[src/pkg/slc_pkg.sv]
package slc_pkg;
    localparam int ADDR_W = 12;
    localparam int DATA_W = 16;
    // Register byte offsets
    localparam logic [11:0] OFS_MAX_FRAME_LENGTH = 12'h308;
    localparam logic [11:0] OFS_OUTER_TAG_TYPE = 12'h30a;
    localparam logic [11:0] OFS_LOOKUP_CTRL_ZERO = 12'h310;
    localparam logic [11:0] OFS_FRAME_STATUS = 12'h320;
    // Reset values
    localparam logic [15:0] RST_MAX_FRAME_LENGTH = 16'h07d0;
    localparam logic [15:0] RST_OUTER_TAG_TYPE = 16'h9100;
    localparam logic [7:0] RST_LOOKUP_CTRL_ZERO = 8'h61;
    // Field positions in lookup control zero, then frame length width and jumbo limit
    localparam int BIT_VLAN_ENABLE = 7;
    localparam int BIT_INVALID_VLAN_DROP = 6;
    localparam int AGE_LSB = 3;
    localparam int BIT_RSVD_MCAST_EN = 2;
    localparam int MAX_LEN_W = 14;
    localparam logic [13:0] JUMBO_LIMIT = 14'h2328;
    // Index methods
    typedef enum logic [1:0] {
        SLC_IDX_DIRECT0 = 2'h0,
        SLC_IDX_CRC = 2'h1,
        SLC_IDX_XOR = 2'h2,
        SLC_IDX_DIRECT3 = 2'h3
    } slc_index_t;
    localparam int INDEX_W = 10;
endpackage

[src/hw/slc_global_config.sv]
module slc_global_config
    import slc_pkg::*;
(
    input wire logic core_clk,
    input wire logic reset,
    input wire logic [ADDR_W-1:0] reg_addr,
    input wire logic [DATA_W-1:0] reg_wdata,
    input wire logic reg_write,
    input wire logic reg_read,
    output logic [DATA_W-1:0] reg_rdata,
    input wire logic frame_start,
    input wire logic frame_valid,
    input wire logic [13:0] frame_byte_count,
    input wire logic frame_has_tag,
    input wire logic frame_vid_invalid,
    input wire logic unknown_vid_fwd_en,
    input wire logic unknown_vid_fwd_host,
    input wire logic [47:0] dest_addr,
    input wire logic entry_update,
    input wire logic age_tick,
    input wire logic [2:0] entry_age_in,
    output logic frame_truncate,
    output logic [15:0] frame_tag_type,
    output logic vlan_mode,
    output logic frame_drop,
    output logic frame_to_host,
    output logic rsvd_mcast_lookup,
    output logic [9:0] table_index,
    output logic [2:0] entry_age_out,
    output logic entry_expired
);
    ////////////////////////////////////////////////////////////////////////
    // Register file
    logic [15:0] max_frame_length;
    logic [15:0] outer_tag_type;
    logic [7:0] lookup_engine_control_zero;
    logic [15:0] next_max_frame_length;
    logic [15:0] next_outer_tag_type;
    logic [7:0] next_lookup_engine_control_zero;
    logic [DATA_W-1:0] next_reg_rdata;
    logic truncated_count;
    logic [7:0] trunc_total;
    logic [7:0] next_trunc_total;
    logic frame_active;

    always_comb begin
        next_max_frame_length = max_frame_length;
        next_outer_tag_type = outer_tag_type;
        next_lookup_engine_control_zero = lookup_engine_control_zero;
        if (reg_write) begin
            unique case (reg_addr)
                OFS_MAX_FRAME_LENGTH:
                    next_max_frame_length = reg_wdata;
                OFS_OUTER_TAG_TYPE: next_outer_tag_type = reg_wdata;
                OFS_LOOKUP_CTRL_ZERO:
                    next_lookup_engine_control_zero = reg_wdata[7:0];
                default: ;
            endcase
        end
    end

    always_comb begin
        next_reg_rdata = '0;
        if (reg_read) begin
            unique case (reg_addr)
                OFS_MAX_FRAME_LENGTH: next_reg_rdata = max_frame_length;
                OFS_OUTER_TAG_TYPE: next_reg_rdata = outer_tag_type;
                OFS_LOOKUP_CTRL_ZERO:
                    next_reg_rdata = {8'h00, lookup_engine_control_zero};
                OFS_FRAME_STATUS:
                    next_reg_rdata = {6'h00, frame_active, vlan_mode,
                                      trunc_total};
                default: next_reg_rdata = '0;
            endcase
        end
    end

    always_ff @(posedge core_clk) begin
        if (reset) begin
            max_frame_length <= RST_MAX_FRAME_LENGTH;
            outer_tag_type <= RST_OUTER_TAG_TYPE;
            lookup_engine_control_zero <= RST_LOOKUP_CTRL_ZERO;
            reg_rdata <= '0;
        end else begin
            max_frame_length <= next_max_frame_length;
            outer_tag_type <= next_outer_tag_type;
            lookup_engine_control_zero <= next_lookup_engine_control_zero;
            reg_rdata <= next_reg_rdata;
        end
    end

    ////////////////////////////////////////////////////////////////////////
    // Per-frame snapshot of settings
    logic next_frame_active;
    logic [13:0] snap_limit;
    logic [13:0] next_snap_limit;
    logic [15:0] snap_tag;
    logic [15:0] next_snap_tag;
    logic [7:0] snap_ctrl;
    logic [7:0] next_snap_ctrl;

    always_comb begin
        next_frame_active = frame_active;
        next_snap_limit = snap_limit;
        next_snap_tag = snap_tag;
        next_snap_ctrl = snap_ctrl;
        if (frame_start) begin
            next_frame_active = 1'b1;
            next_snap_limit = max_frame_length[MAX_LEN_W-1:0];
            next_snap_tag = outer_tag_type;
            next_snap_ctrl = lookup_engine_control_zero;
        end else if (!frame_valid) begin
            next_frame_active = 1'b0;
        end
    end

    always_ff @(posedge core_clk) begin
        if (reset) begin
            frame_active <= 1'b0;
            snap_limit <= RST_MAX_FRAME_LENGTH[13:0];
            snap_tag <= RST_OUTER_TAG_TYPE;
            snap_ctrl <= RST_LOOKUP_CTRL_ZERO;
        end else begin
            frame_active <= next_frame_active;
            snap_limit <= next_snap_limit;
            snap_tag <= next_snap_tag;
            snap_ctrl <= next_snap_ctrl;
        end
    end

    ////////////////////////////////////////////////////////////////////////
    // Frame decisions
    logic next_frame_truncate;
    logic [15:0] next_frame_tag_type;
    logic next_frame_drop;
    logic next_frame_to_host;
    logic vlan_on;

    assign vlan_on = snap_ctrl[BIT_VLAN_ENABLE];
    assign truncated_count = next_frame_truncate & ~frame_truncate;

    always_comb begin
        next_frame_truncate = frame_truncate;
        next_frame_drop = 1'b0;
        next_frame_to_host = 1'b0;
        next_frame_tag_type = snap_tag;
        if (frame_start) begin
            next_frame_truncate = 1'b0;
        end else if (frame_active && frame_valid) begin
            if (frame_byte_count > snap_limit) begin
                next_frame_truncate = 1'b1;
            end
            if (vlan_on && frame_vid_invalid) begin
                if (unknown_vid_fwd_en) begin
                    next_frame_to_host = unknown_vid_fwd_host;
                    next_frame_drop = 1'b0;
                end else if (snap_ctrl[BIT_INVALID_VLAN_DROP]) begin
                    next_frame_drop = 1'b1;
                end else begin
                    next_frame_to_host = 1'b1;
                end
            end
        end
        next_trunc_total = trunc_total + {7'h00, truncated_count};
    end

    always_ff @(posedge core_clk) begin
        if (reset) begin
            frame_truncate <= 1'b0;
            frame_drop <= 1'b0;
            frame_to_host <= 1'b0;
            frame_tag_type <= RST_OUTER_TAG_TYPE;
            vlan_mode <= 1'b0;
            rsvd_mcast_lookup <= 1'b0;
            trunc_total <= 8'h00;
        end else begin
            frame_truncate <= next_frame_truncate;
            frame_drop <= next_frame_drop;
            frame_to_host <= next_frame_to_host;
            frame_tag_type <= next_frame_tag_type;
            vlan_mode <= vlan_on;
            rsvd_mcast_lookup <= snap_ctrl[BIT_RSVD_MCAST_EN];
            trunc_total <= next_trunc_total;
        end
    end

    ////////////////////////////////////////////////////////////////////////
    // Lookup index and aging
    logic [9:0] index_comb;
    logic [2:0] next_entry_age_out;
    logic next_entry_expired;

    slc_table_index u_index (
        .dest_addr(dest_addr),
        .method(lookup_engine_control_zero[1:0]),
        .index(index_comb)
    );

    always_comb begin
        next_entry_age_out = entry_age_in;
        next_entry_expired = 1'b0;
        if (entry_update) begin
            next_entry_age_out =
                lookup_engine_control_zero[AGE_LSB+2:AGE_LSB];
        end else if (age_tick) begin
            if (entry_age_in == 3'h0) begin
                next_entry_expired = 1'b1;
            end else begin
                next_entry_age_out = entry_age_in - 3'h1;
            end
        end
    end

    always_ff @(posedge core_clk) begin
        if (reset) begin
            table_index <= 10'h000;
            entry_age_out <= RST_LOOKUP_CTRL_ZERO[AGE_LSB+2:AGE_LSB];
            entry_expired <= 1'b0;
        end else begin
            table_index <= index_comb;
            entry_age_out <= next_entry_age_out;
            entry_expired <= next_entry_expired;
        end
    end
endmodule

[src/hw/slc_table_index.sv]
module slc_table_index
    import slc_pkg::*;
(
    input wire logic [47:0] dest_addr,
    input wire logic [1:0] method,
    output logic [9:0] index
);
    function automatic logic [9:0] crc_fold(input logic [47:0] a);
        logic [9:0] c;
        c = 10'h3ff;
        for (int i = 0; i < 48; i++) begin
            if (c[9] ^ a[i]) begin
                c = {c[8:0], 1'b0} ^ 10'h233;
            end else begin
                c = {c[8:0], 1'b0};
            end
        end
        return c;
    endfunction

    function automatic logic [9:0] xor_fold(input logic [47:0] a);
        logic [9:0] x;
        x = 10'h000;
        for (int i = 0; i < 48; i++) begin
            x[i % 10] = x[i % 10] ^ a[i];
        end
        return x;
    endfunction

    always_comb begin
        unique case (slc_index_t'(method))
            SLC_IDX_CRC: index = crc_fold(dest_addr);
            SLC_IDX_XOR: index = xor_fold(dest_addr);
            SLC_IDX_DIRECT0,
            SLC_IDX_DIRECT3: index = dest_addr[9:0];
        endcase
    end
endmodule

[config.mk]
export PLATFORM = sky130hd
export DESIGN_NAME = slc_global_config
export DESIGN_NICKNAME = d
export VERILOG_FILES = /design/src/pkg/slc_pkg.sv /design/src/hw/slc_global_config.sv /design/src/hw/slc_table_index.sv
export SDC_FILE = /design/constraint.sdc
export NUM_CORES = 1
export LEC_CHECK = 0
export BUFFER_PORTS_ARGS = -buffer_cell sky130_fd_sc_hd__buf_2
export CAP_MARGIN = 30
export CORE_MARGIN = 5
export CORE_UTILIZATION = 30
export CTS_BUF_LIST = sky130_fd_sc_hd__clkbuf_16
export DETAILED_ROUTE_END_ITERATION = 7
export PLACE_DENSITY = 0.6
export RECOVER_POWER = 100
export SYNTH_ARGS = -nofsm -noshare
export SYNTH_HDL_FRONTEND = slang
export SYNTH_SLANG_ARGS = --single-unit
[constraint.sdc]
create_clock -name core_clk -period 2.9 [get_ports core_clk]
set_input_delay 0.435 -clock core_clk [delete_from_list [all_inputs] [get_ports core_clk]]
set_output_delay 0.435 -clock core_clk [all_outputs]
set_load 0.05 [all_outputs]
======== Word level (Yosys, flattened, before mapping) ========
Index checks and enable logic that the tools add are counted.
storage, ports and cells
  bits in registers ....................... 138
  output and inout bits ................... 51
  input bits .............................. 105
cells by class
  $add $sub $neg .......................... 2
  multiplexer cells ....................... 109
  bitwise operators ....................... 138
  reductions and logical operators ........ 12
  equality and inequality tests ........... 8
  order comparisons ....................... 1
operators by type and width
  kind                  number
  $mux 10               95
  $not 5->5             47
  $xor 1x1->1           85
  $pmux 16 s4           1
  $eq 12x10->1 const B  4
  $pmux 10 s3           1
  $gt 14x14->1          1
  $mux 1                9
  $mux 3                3
  $add 8x1->8           1
  $reduce_and 2->1      3
  $not 1->1             5
  $reduce_or 5->1       1
  $eq 2x2->1 const B    2
  $reduce_or 2->1       2
  $reduce_or 4->1       1
  $logic_not 3->1       1
  $reduce_or 3->1       1
  $sub 3x1->3 const B   1
  $eq 2x1->1 const B    1
  $logic_and 1x1->1     2
  $logic_not 2->1       1
  $ne 2x2->1 const B    1
  $and 1x1->1           1

======== Logic depth before layout (Yosys ltp) ========
Gate-level depths: netlist of run 1.
  depth in word-level cells ............... 143
  mapped depth ............................ 16
  gate-level depth less buffers ........... 16

======== Modules after synthesis ========
Synthesis of run 1 repeated with hierarchy kept, for this count alone.
unflattened totals
  cell total of the unflattened synthesis .. 731
  area, all modules ....................... 7,161.9 um2
modules (own cells, without submodules)
  module             area an instance (um2)  seq. area each (um2)  times used  cells an instance
  slc_global_config  5,362.6                 2,662.6               1           547
  slc_table_index    1,799.2                 0.0                   1           184

======== Least setup slack after synthesis of run 1 ========
OpenSTA, ideal clock, no wires.
  kind .................................... input to register
  from .................................... input port dest_addr[1]
  to ...................................... register table_index[4]
  buffers on the path ..................... 0
  setup time .............................. 0.095 ns
  setup slack ............................. -0.080 ns
  data arrival time ....................... 2.885 ns
  stages .................................. 9
  path through ............................ xnor3_1 xnor2_1 xnor2_1 xnor3_2 xnor2_1 xnor3_2 xnor2_2 xor2_1 a221oi_1
on the way
  longest elaborated chain between the ends .. 141
RTL lines
  element               RTL line                  source
  from (decl)           slc_global_config.sv:18   input wire logic [47:0] dest_addr,
  $xor 1x1->1 (*)       slc_table_index.sv:12     if (c[9] ^ a[i]) begin
  $mux 10 (*)           slc_table_index.sv:12
  $mux 10 (*)           slc_table_index.sv:31     unique case (slc_index_t'(method))
  $xor 1x1->1           slc_table_index.sv:12
  $mux 10 (*)           slc_table_index.sv:12
  $mux 10 (*)           slc_table_index.sv:31
  $xor 1x1->1           slc_table_index.sv:12
  $mux 10 (*)           slc_table_index.sv:12
  [125 not listed]      -
  $mux 10 (*)           slc_table_index.sv:12
  $mux 10 (*)           slc_table_index.sv:31
  $xor 1x1->1           slc_table_index.sv:12
  $mux 10 (*)           slc_table_index.sv:12
  $mux 10 (*)           slc_table_index.sv:31
  $xor 1x1->1           slc_table_index.sv:12
  $mux 10 (*)           slc_table_index.sv:12
  $pmux 10 s3 (*)       slc_table_index.sv:31
  to (signal assigned)  slc_global_config.sv:220  table_index <= index_comb;
  to (decl)             slc_global_config.sv:28   output logic [9:0] table_index,
Mark *: on every way between the ends. The rest lies on a longest branch, timed or not. The select of a mux whose other input is x is not followed.
A chain may end at the register's enable or synchronous reset.

======== Worst setup path in the final report of run 1 ========
  from .................................... input port dest_addr[7]
  to ...................................... register table_index[4]
on the way
  longest elaborated chain between the ends .. 123
RTL lines
  element           RTL line
  $xor 1x1->1 (*)   slc_table_index.sv:12
  $mux 10 (*)       slc_table_index.sv:12
  $mux 10 (*)       slc_table_index.sv:31
  $xor 1x1->1       slc_table_index.sv:12
  $mux 10 (*)       slc_table_index.sv:12
  $mux 10 (*)       slc_table_index.sv:31
  $xor 1x1->1       slc_table_index.sv:12
  $mux 10 (*)       slc_table_index.sv:12
  [107 not listed]  -
  $mux 10 (*)       slc_table_index.sv:12
  $mux 10 (*)       slc_table_index.sv:31
  $xor 1x1->1       slc_table_index.sv:12
  $mux 10 (*)       slc_table_index.sv:12
  $mux 10 (*)       slc_table_index.sv:31
  $xor 1x1->1       slc_table_index.sv:12
  $mux 10 (*)       slc_table_index.sv:12
  $pmux 10 s3 (*)   slc_table_index.sv:31
Marks and branches as above.

==> impl_results.md, run 1 <==
* Status: completed
* Via density at 4.65
* Routed Antenna Nets at 0
* Worst IR Drop VDD at 591 uV
* Clk_lat worst skew at 0.42 ns
* Power Density at 820 nW/um2
* Fillers at 2242
* Grt total ovfl at 0
* First-pass GRT wire length at 29100 um
* Initial Util at 30.2%
* Setup bufs post-CTS at 0
* Setup crit end kind: flop
* Global-route usage over all layers at 15.2%
* Routed WL per cell at 15.6 um
* WP buf/inv at 1
* Yosys cell types at 39
* Clk_skew at 0.00528 ns
* Multi-input logic area at 3670 um2
* Lkg Pwr at 3.59 nW
* Placer Congestion at 0.894
* Maximum fanout along the worst path at 2
* Largest net degree at the start of global routing at 43
* Xor and xnor area share after synthesis at 20.8%
* Highest clock rate at 358 MHz
* I/O Buffers at 154
* HP Class: input pin to flop
* Setup crit start kind: input pin
* Simple-gate share of the synthesized area at 15.8%
* Drt first pass iters at 5
* WP data required at 3.22 ns
* Share of cells above drive strength 1 at 20.9%
* Grt met2 use at 25.4%
* Crit-path max cell delay at 0.47 ns
* Max Cap Violations at 0
* Final instance area at 8560 um2
* Most frequent cells in the layout: dfxtp_1 (133), buf_2 (98), nand2_1 (97)
* Post-synthesis sequential area ratio at 40.7%
* Synth Instances at 722
* Sw Ratio at 29.9%
* Crit path cell chain: buf_2 -> xnor3_1 -> xnor3_2 -> xnor2_2 -> xnor3_2 -> xnor2_2 -> xnor3_2 -> xnor2_2 -> xor2_1 -> a221oi_1
* Crit Path Class: input pin to flop
* Placement Cell Area at 7970 um2
* Drt total wl at 18900 um
* Final net count at 1042
* Post-synthesis mux area share at 4.29%
* Worst-margin pin slew at 1.48 ns
* Clock H-tree levels at 4
* Gate power share at 38.1%
* Total core area at 21600 um2
* PnR worst setup slack at 0.109 ns
* Register share of total power at 27.7%
* Clock share of power at 34.2%
* Syn_area_per_cell at 9.06 um2
* DRC Markers at 0
* Pre-CTS WS at -0.316 ns
* Dpl hpwl at 14900 um
* Die Wd at 158 um
* Max-slew violation count at 0
* Initial drt markers at 320
* Synth Register Bits at 133
* Compound-gate portion of the synthesized area at 10.7%
* Mapped Area at 6540 um2
* Routed via count at 5632
* Adder-cell area share of the yosys netlist at 4.02%
* CTS tree: built
* Period utilisation layout at 96.2%
* CP max stage cell: xnor3_2
* Die area at 24900 um2
* Clk root buf: clkbuf_16
* Most common cell after layout, fill and taps aside: dfxtp_1
* Yosys warnings at 0
* CTS clk-pin slew, worst paths at 0.06 ns
* Final hold vios at 0
* M1 GR Usage at 18.8%
* Syn Nets at 848
* Tmin final at 2.79 ns
* Largest family of logic cells by synthesized area: XOR/XNOR gates
* Initial antenna violation count at 6
* CTS buffer count at 17
* WP data arrival at 3.11 ns
* Relative slew margins at 1.04%
* Setup-failing EPs final at 0
* Clock tree sinks at 133
* Register area at 2660 um2
* Final Non-Filler Cells at 1211
* Busiest grt layer: met2
* CP top delay family: XOR/XNOR gates
* # rows at 54
* Post-Place Cells at 1177
* IO Count at 156
* Max Root-Sink Buffers at 2
* Area delta synth->final at 31.0%
* Psw at 2.10 mW
* Vias in the first global route at 5552
* Internal power at 4.92 mW
* Die H at 158 um
* Met3 usage at 4.18%
cells in the mapped netlist:
| library cell | count | area share (%) |
|---|---|---|
| a211oi_1 | 4 | 0.46 |
| a21o_1 | 7 | 0.80 |
| a21oi_1 | 50 | 3.8 |
| a221o_1 | 1 | 0.15 |
| a221oi_1 | 3 | 0.40 |
| a222oi_1 | 2 | 0.31 |
| a22oi_1 | 22 | 2.5 |
| a31oi_1 | 2 | 0.19 |
| and2_1 | 2 | 0.19 |
| and3_1 | 4 | 0.38 |
| and4b_1 | 1 | 0.15 |
| buf_1 | 5 | 0.29 |
| clkbuf_1 | 31 | 1.8 |
| clkinv_1 | 2 | 0.11 |
| dfxtp_1 | 133 | 41 |
| ha_1 | 21 | 4.0 |
| inv_1 | 25 | 1.4 |
| mux2i_1 | 28 | 4.3 |
| nand2_1 | 97 | 5.6 |
| nand3_1 | 27 | 2.1 |
| nand3b_1 | 1 | 0.11 |
| nand4_1 | 3 | 0.29 |
| nor2_1 | 58 | 3.3 |
| nor2b_1 | 24 | 2.3 |
| nor3_1 | 9 | 0.69 |
| nor3b_1 | 1 | 0.11 |
| nor4bb_1 | 1 | 0.15 |
| o211ai_1 | 6 | 0.69 |
| o21ai_0 | 6 | 0.46 |
| o311a_1 | 5 | 0.77 |
| o31a_1 | 1 | 0.13 |
| or2_2 | 3 | 0.29 |
| or3_1 | 1 | 0.096 |
| or4_1 | 1 | 0.11 |
| xnor2_1 | 88 | 12 |
| xnor2_2 | 5 | 1.2 |
| xnor3_1 | 7 | 2.4 |
| xnor3_2 | 3 | 1.1 |
| xor2_1 | 32 | 4.3 |
through the flow:
| step | hold slack [ns] | util (%) | total power, mW | setup TNS (ns) |
|---|---|---|---|---|
| after floorplan | 0.416 | - | 3.93 | 0 |
| after global placement | 0.434 | 36.9 | 4.65 | -0.867 |
| after detailed placement | 0.434 | 36.9 | 4.69 | -1.16 |
| after CTS | 0.193 | 39.9 | 7.10 | 0 |
| after global routing | 0.220 | 39.6 | 7.37 | -0.0250 |
| final | 0.207 | 39.6 | 7.02 | 0 |
routing by layer:
layer	vias to the layer above	share of wire, %
li1	2806	-
met1	2597	43
met2	183	47
met3	38	7.4
met4	8	2.1
met5	-	0.24
sequential cells by signal, indices dropped and copies added, names as in the netlist:
register	count
frame_tag_type	16
max_frame_length	16
next_frame_tag_type	16
outer_tag_type	16
reg_rdata	16
snap_limit	14
table_index	10
lookup_engine_control_zero	8
trunc_total	8
entry_age_out	3
snap_ctrl	3
entry_expired	1
frame_active	1
frame_drop	1
frame_to_host	1
frame_truncate	1
rsvd_mcast_lookup	1
vlan_mode	1
path summary, 6_finish.rpt:
check | from | to | slack (ns) | depth (start not counted)
worst max-delay path | dest_addr[7] | table_index[4] | 0.11 | 10
worst min-delay path | unknown_vid_fwd_en | frame_drop | 0.21 | 2
worst max register to register | snap_limit[7] | trunc_total[5] | 0.17 | 16
worst min register to register | next_frame_tag_type[15] | frame_tag_type[15] | 0.45 | 1
worst register-to-register path: cells and delay by family (launching register included):
| family | cells | cell delay (ns) |
|---|---|---|
| adder cells (fa/ha/maj) | 2 | 0.41 |
| AO/OA/AOI/OAI | 7 | 1.17 |
| flip-flops | 1 | 0.30 |
| XOR/XNOR | 1 | 0.16 |
| buffers and inverters | 1 | 0.11 |
| AND/OR/NAND/NOR | 5 | 0.46 |
power groups by stage:
stage          Sequential [mW]  Combinational, mW  Clock [mW]
6_report                  1.95               2.68        2.40
5_1_grt                   1.95               2.91        2.51
4_1_cts                   1.95               2.72        2.44
3_5_place_dp              1.98               2.71           0
3_3_place_gp              1.99               2.66           0
2_1_floorplan             2.18               1.75           0
repair_timing:
item,in CTS,in global routing
hold buffers,0,0
gates resized for setup,0,7
endpoints found under the setup margin,0,7
cells by family after synthesis:
logic type	after synthesis
adder cells (fa/ha/maj)	21
AND/OR/NAND/NOR	233
buffers and inverters	63
AO/OA/AOI/OAI	109
flip-flops	133
multiplexers	28
XOR/XNOR	135
layout make-up:
type / count / share of cell area [%]
Multi-Input combinational cell: 526 / 42.8
Sequential cell: 133 / 31.1
Timing Repair Buffer: 211 / 13.0
Clock buffer: 17 / 4.97
Tap cell: 280 / 4.09
Clock inverter: 15 / 2.78
Inverter: 27 / 1.18
Antenna cell: 2 / 0.0584
Note: power is estimated with default switching activity, not from simulation.
==> run 2: changes to the inputs <==
--- a/config.mk
+++ b/config.mk
@@ -7,12 +7,12 @@
 export LEC_CHECK = 0
 export BUFFER_PORTS_ARGS = -buffer_cell sky130_fd_sc_hd__buf_2
 export CAP_MARGIN = 30
+export CORE_ASPECT_RATIO = 1.75
 export CORE_MARGIN = 5
 export CORE_UTILIZATION = 30
 export CTS_BUF_LIST = sky130_fd_sc_hd__clkbuf_16
 export DETAILED_ROUTE_END_ITERATION = 7
 export PLACE_DENSITY = 0.6
-export RECOVER_POWER = 100
 export SYNTH_ARGS = -nofsm -noshare
 export SYNTH_HDL_FRONTEND = slang
 export SYNTH_SLANG_ARGS = --single-unit
==> run 2 against run 1 <==
Final cell count up 0.66%. Final area up 0.69%. Global-route usage up 0.56 points. Critical endpoint is now trunc_total[4]. Largest cell class unchanged. Sequential share of layout area down 0.20 points. Via count about the same. Combinational power up 3%. Setup slack better by 0.056 ns. Power down 1.4%. Wire length up 5.3%. Maximum frequency up 2.1%. Sequential cell count unchanged.
==> impl_results.md, run 2 (synthesis gave the netlist of run 1 again) <==
* Routed WL per cell at 16.3 um
* Most frequent cells in the layout: buf_2 (154), dfxtp_1 (132), nand2_1 (97)
* Routed via count at 5629
* Grt total ovfl at 0
* CP top delay family: compound AO/OA/AOI/OAI gates
* Dpl hpwl at 15600 um
* RSZ-0062 raised after global routing: no
* Clk_skew at 0.0114 ns
* Highest clock rate at 366 MHz
* Register share of total power at 28.0%
* Max Root-Sink Buffers at 2
* CTS buffer count at 17
* Initial drt markers at 295
* Power Density at 803 nW/um2
* Max-slew violation count at 0
* Ant diodes at 0
* Tmin final at 2.73 ns
* WP data arrival at 3.02 ns
* Largest net degree at the start of global routing at 91
* Placer Congestion at 0.871
* CTS Hold Bufs at 0
* CTS tree: built
* Initial Util at 30.4%
* Clock share of power at 32.1%
* R2r worst-path depth at 16
* WP data required at 3.19 ns
* Relative slew margins at 56.6%
* Gate power share at 39.9%
* Maximum fanout along the worst path at 3
* Area delta synth->final at 31.9%
* Drt first pass iters at 5
* IO Count at 156
* # rows at 71
* Worst Hold Path Cells at 2
* Internal power at 4.80 mW
* I/O Buffers at 154
* CTS clk-pin slew, worst paths at 0.06 ns
* Setup crit start kind: flop
* Clk root buf: clkbuf_16
* Psw at 2.13 mW
* Crit Path Class: flop to flop
* Status: completed
* Worst-margin pin slew at 0.649 ns
* Lkg Pwr at 3.82 nW
* Clk_lat worst skew at 0.42 ns
* First-pass GRT wire length at 29700 um
* Vias in the first global route at 5569
* Share of cells above drive strength 1 at 27.8%
* Clock H-tree levels at 4
* Placement Cell Area at 7970 um2
* Period utilisation layout at 94.3%
* Clock tree sinks at 133
* Crit-path max cell delay at 0.32 ns
* Die area at 25000 um2
* Max Cap Violations at 0
* Total core area at 21500 um2
* Most used cell, CP: a21o_1
* Die H at 205 um
* Initial antenna violation count at 1
* Final instance area at 8620 um2
* Setup-failing EPs final at 0
* DRC Markers at 0
* CP max stage cell: dfxtp_2
* Most common cell after layout, fill and taps aside: buf_2
* CP Depth at 16
* HP Class: input pin to flop
* Setup TNS Final at 0 ns
* Global-route usage over all layers at 15.7%
* Routed Antenna Nets at 0
* Final hold vios at 0
* Final net count at 1041
* Die Wd at 122 um
* Hold WS at 0.223 ns
* Sw Ratio at 30.7%
* Total power draw at 6.92 mW
* Drt total wl at 19900 um
* Setup crit end kind: flop
* WP buf/inv at 1
* Worst IR Drop VDD at 770 uV
* Via density at 4.62
* Crit path cell chain: inv_2 -> ha_4 -> a21o_1 -> a21o_1 -> a21o_1 -> a21o_1 -> a21oi_1 -> nor2b_1 -> o21ai_1 -> a221o_1 -> nor3_2 -> ha_2 -> ha_1 -> nand3_1 -> xor2_1 -> nor2_1
run 2: cell count changes in the layout (fill, tap and decap cells not counted), moves of 3 or more:
cell,previous run,this run
clkbuf_1,63,0
buf_2,98,154
buf_4,48,55
inv_1,27,24
run 2: timing repair:
item                                    in CTS  in global routing
buffers inserted                             0                  1
endpoints found under the setup margin       4                  7
gates resized for setup                      0                  9
pin swaps                                    0                  1
run 2: cell type report:
type | instances | area, um2
fill | 2240 | 12900
multi-input combinational | 526 | 3680
sequential | 133 | 2660
timing repair buffer | 210 | 1200
clock buffer | 17 | 425
tap | 292 | 365
clock inverter | 14 | 185
inverter | 27 | 101
run 2: per-stage QoR:
step / setup WS (ns) / utilization (%) / instances
floorplan: 0.00354 / - / 722
finish: 0.165 / 40.1 / 1219
global placement: -0.226 / 37.1 / 1187
CTS: -0.0222 / 39.9 / 1218
detailed placement: -0.255 / 37.1 / 1187
global route: 0.0102 / 40.1 / 1219
run 2: per-layer routing:
layer  vias to the layer above  share of wire [%]  GRT usage [%]
li1                       2800                  -              -
met1                      2604                 33           14.6
met2                       193                 58           31.5
met3                        30                5.0           3.49
met4                         2                3.9           7.25
met5                         -              0.035              0
run 2: path summary, 6_finish.rpt:
check	end	slack, ns	from
worst max-delay path	trunc_total[4]	0.17	snap_limit[7]
worst min-delay path	frame_drop	0.22	unknown_vid_fwd_en
worst max register to register	trunc_total[4]	0.17	snap_limit[7]
worst min register to register	frame_tag_type[12]	0.44	next_frame_tag_type[12]
run 2: power groups by stage:
stage	Clock (mW)	Sequential, mW	Combinational (mW)
3_3_place_gp	0	1.98	2.76
4_1_cts	2.26	1.94	2.79
2_1_floorplan	0	2.18	1.75
5_1_grt	2.35	1.94	2.97
3_5_place_dp	0	1.97	2.79
6_report	2.22	1.94	2.76
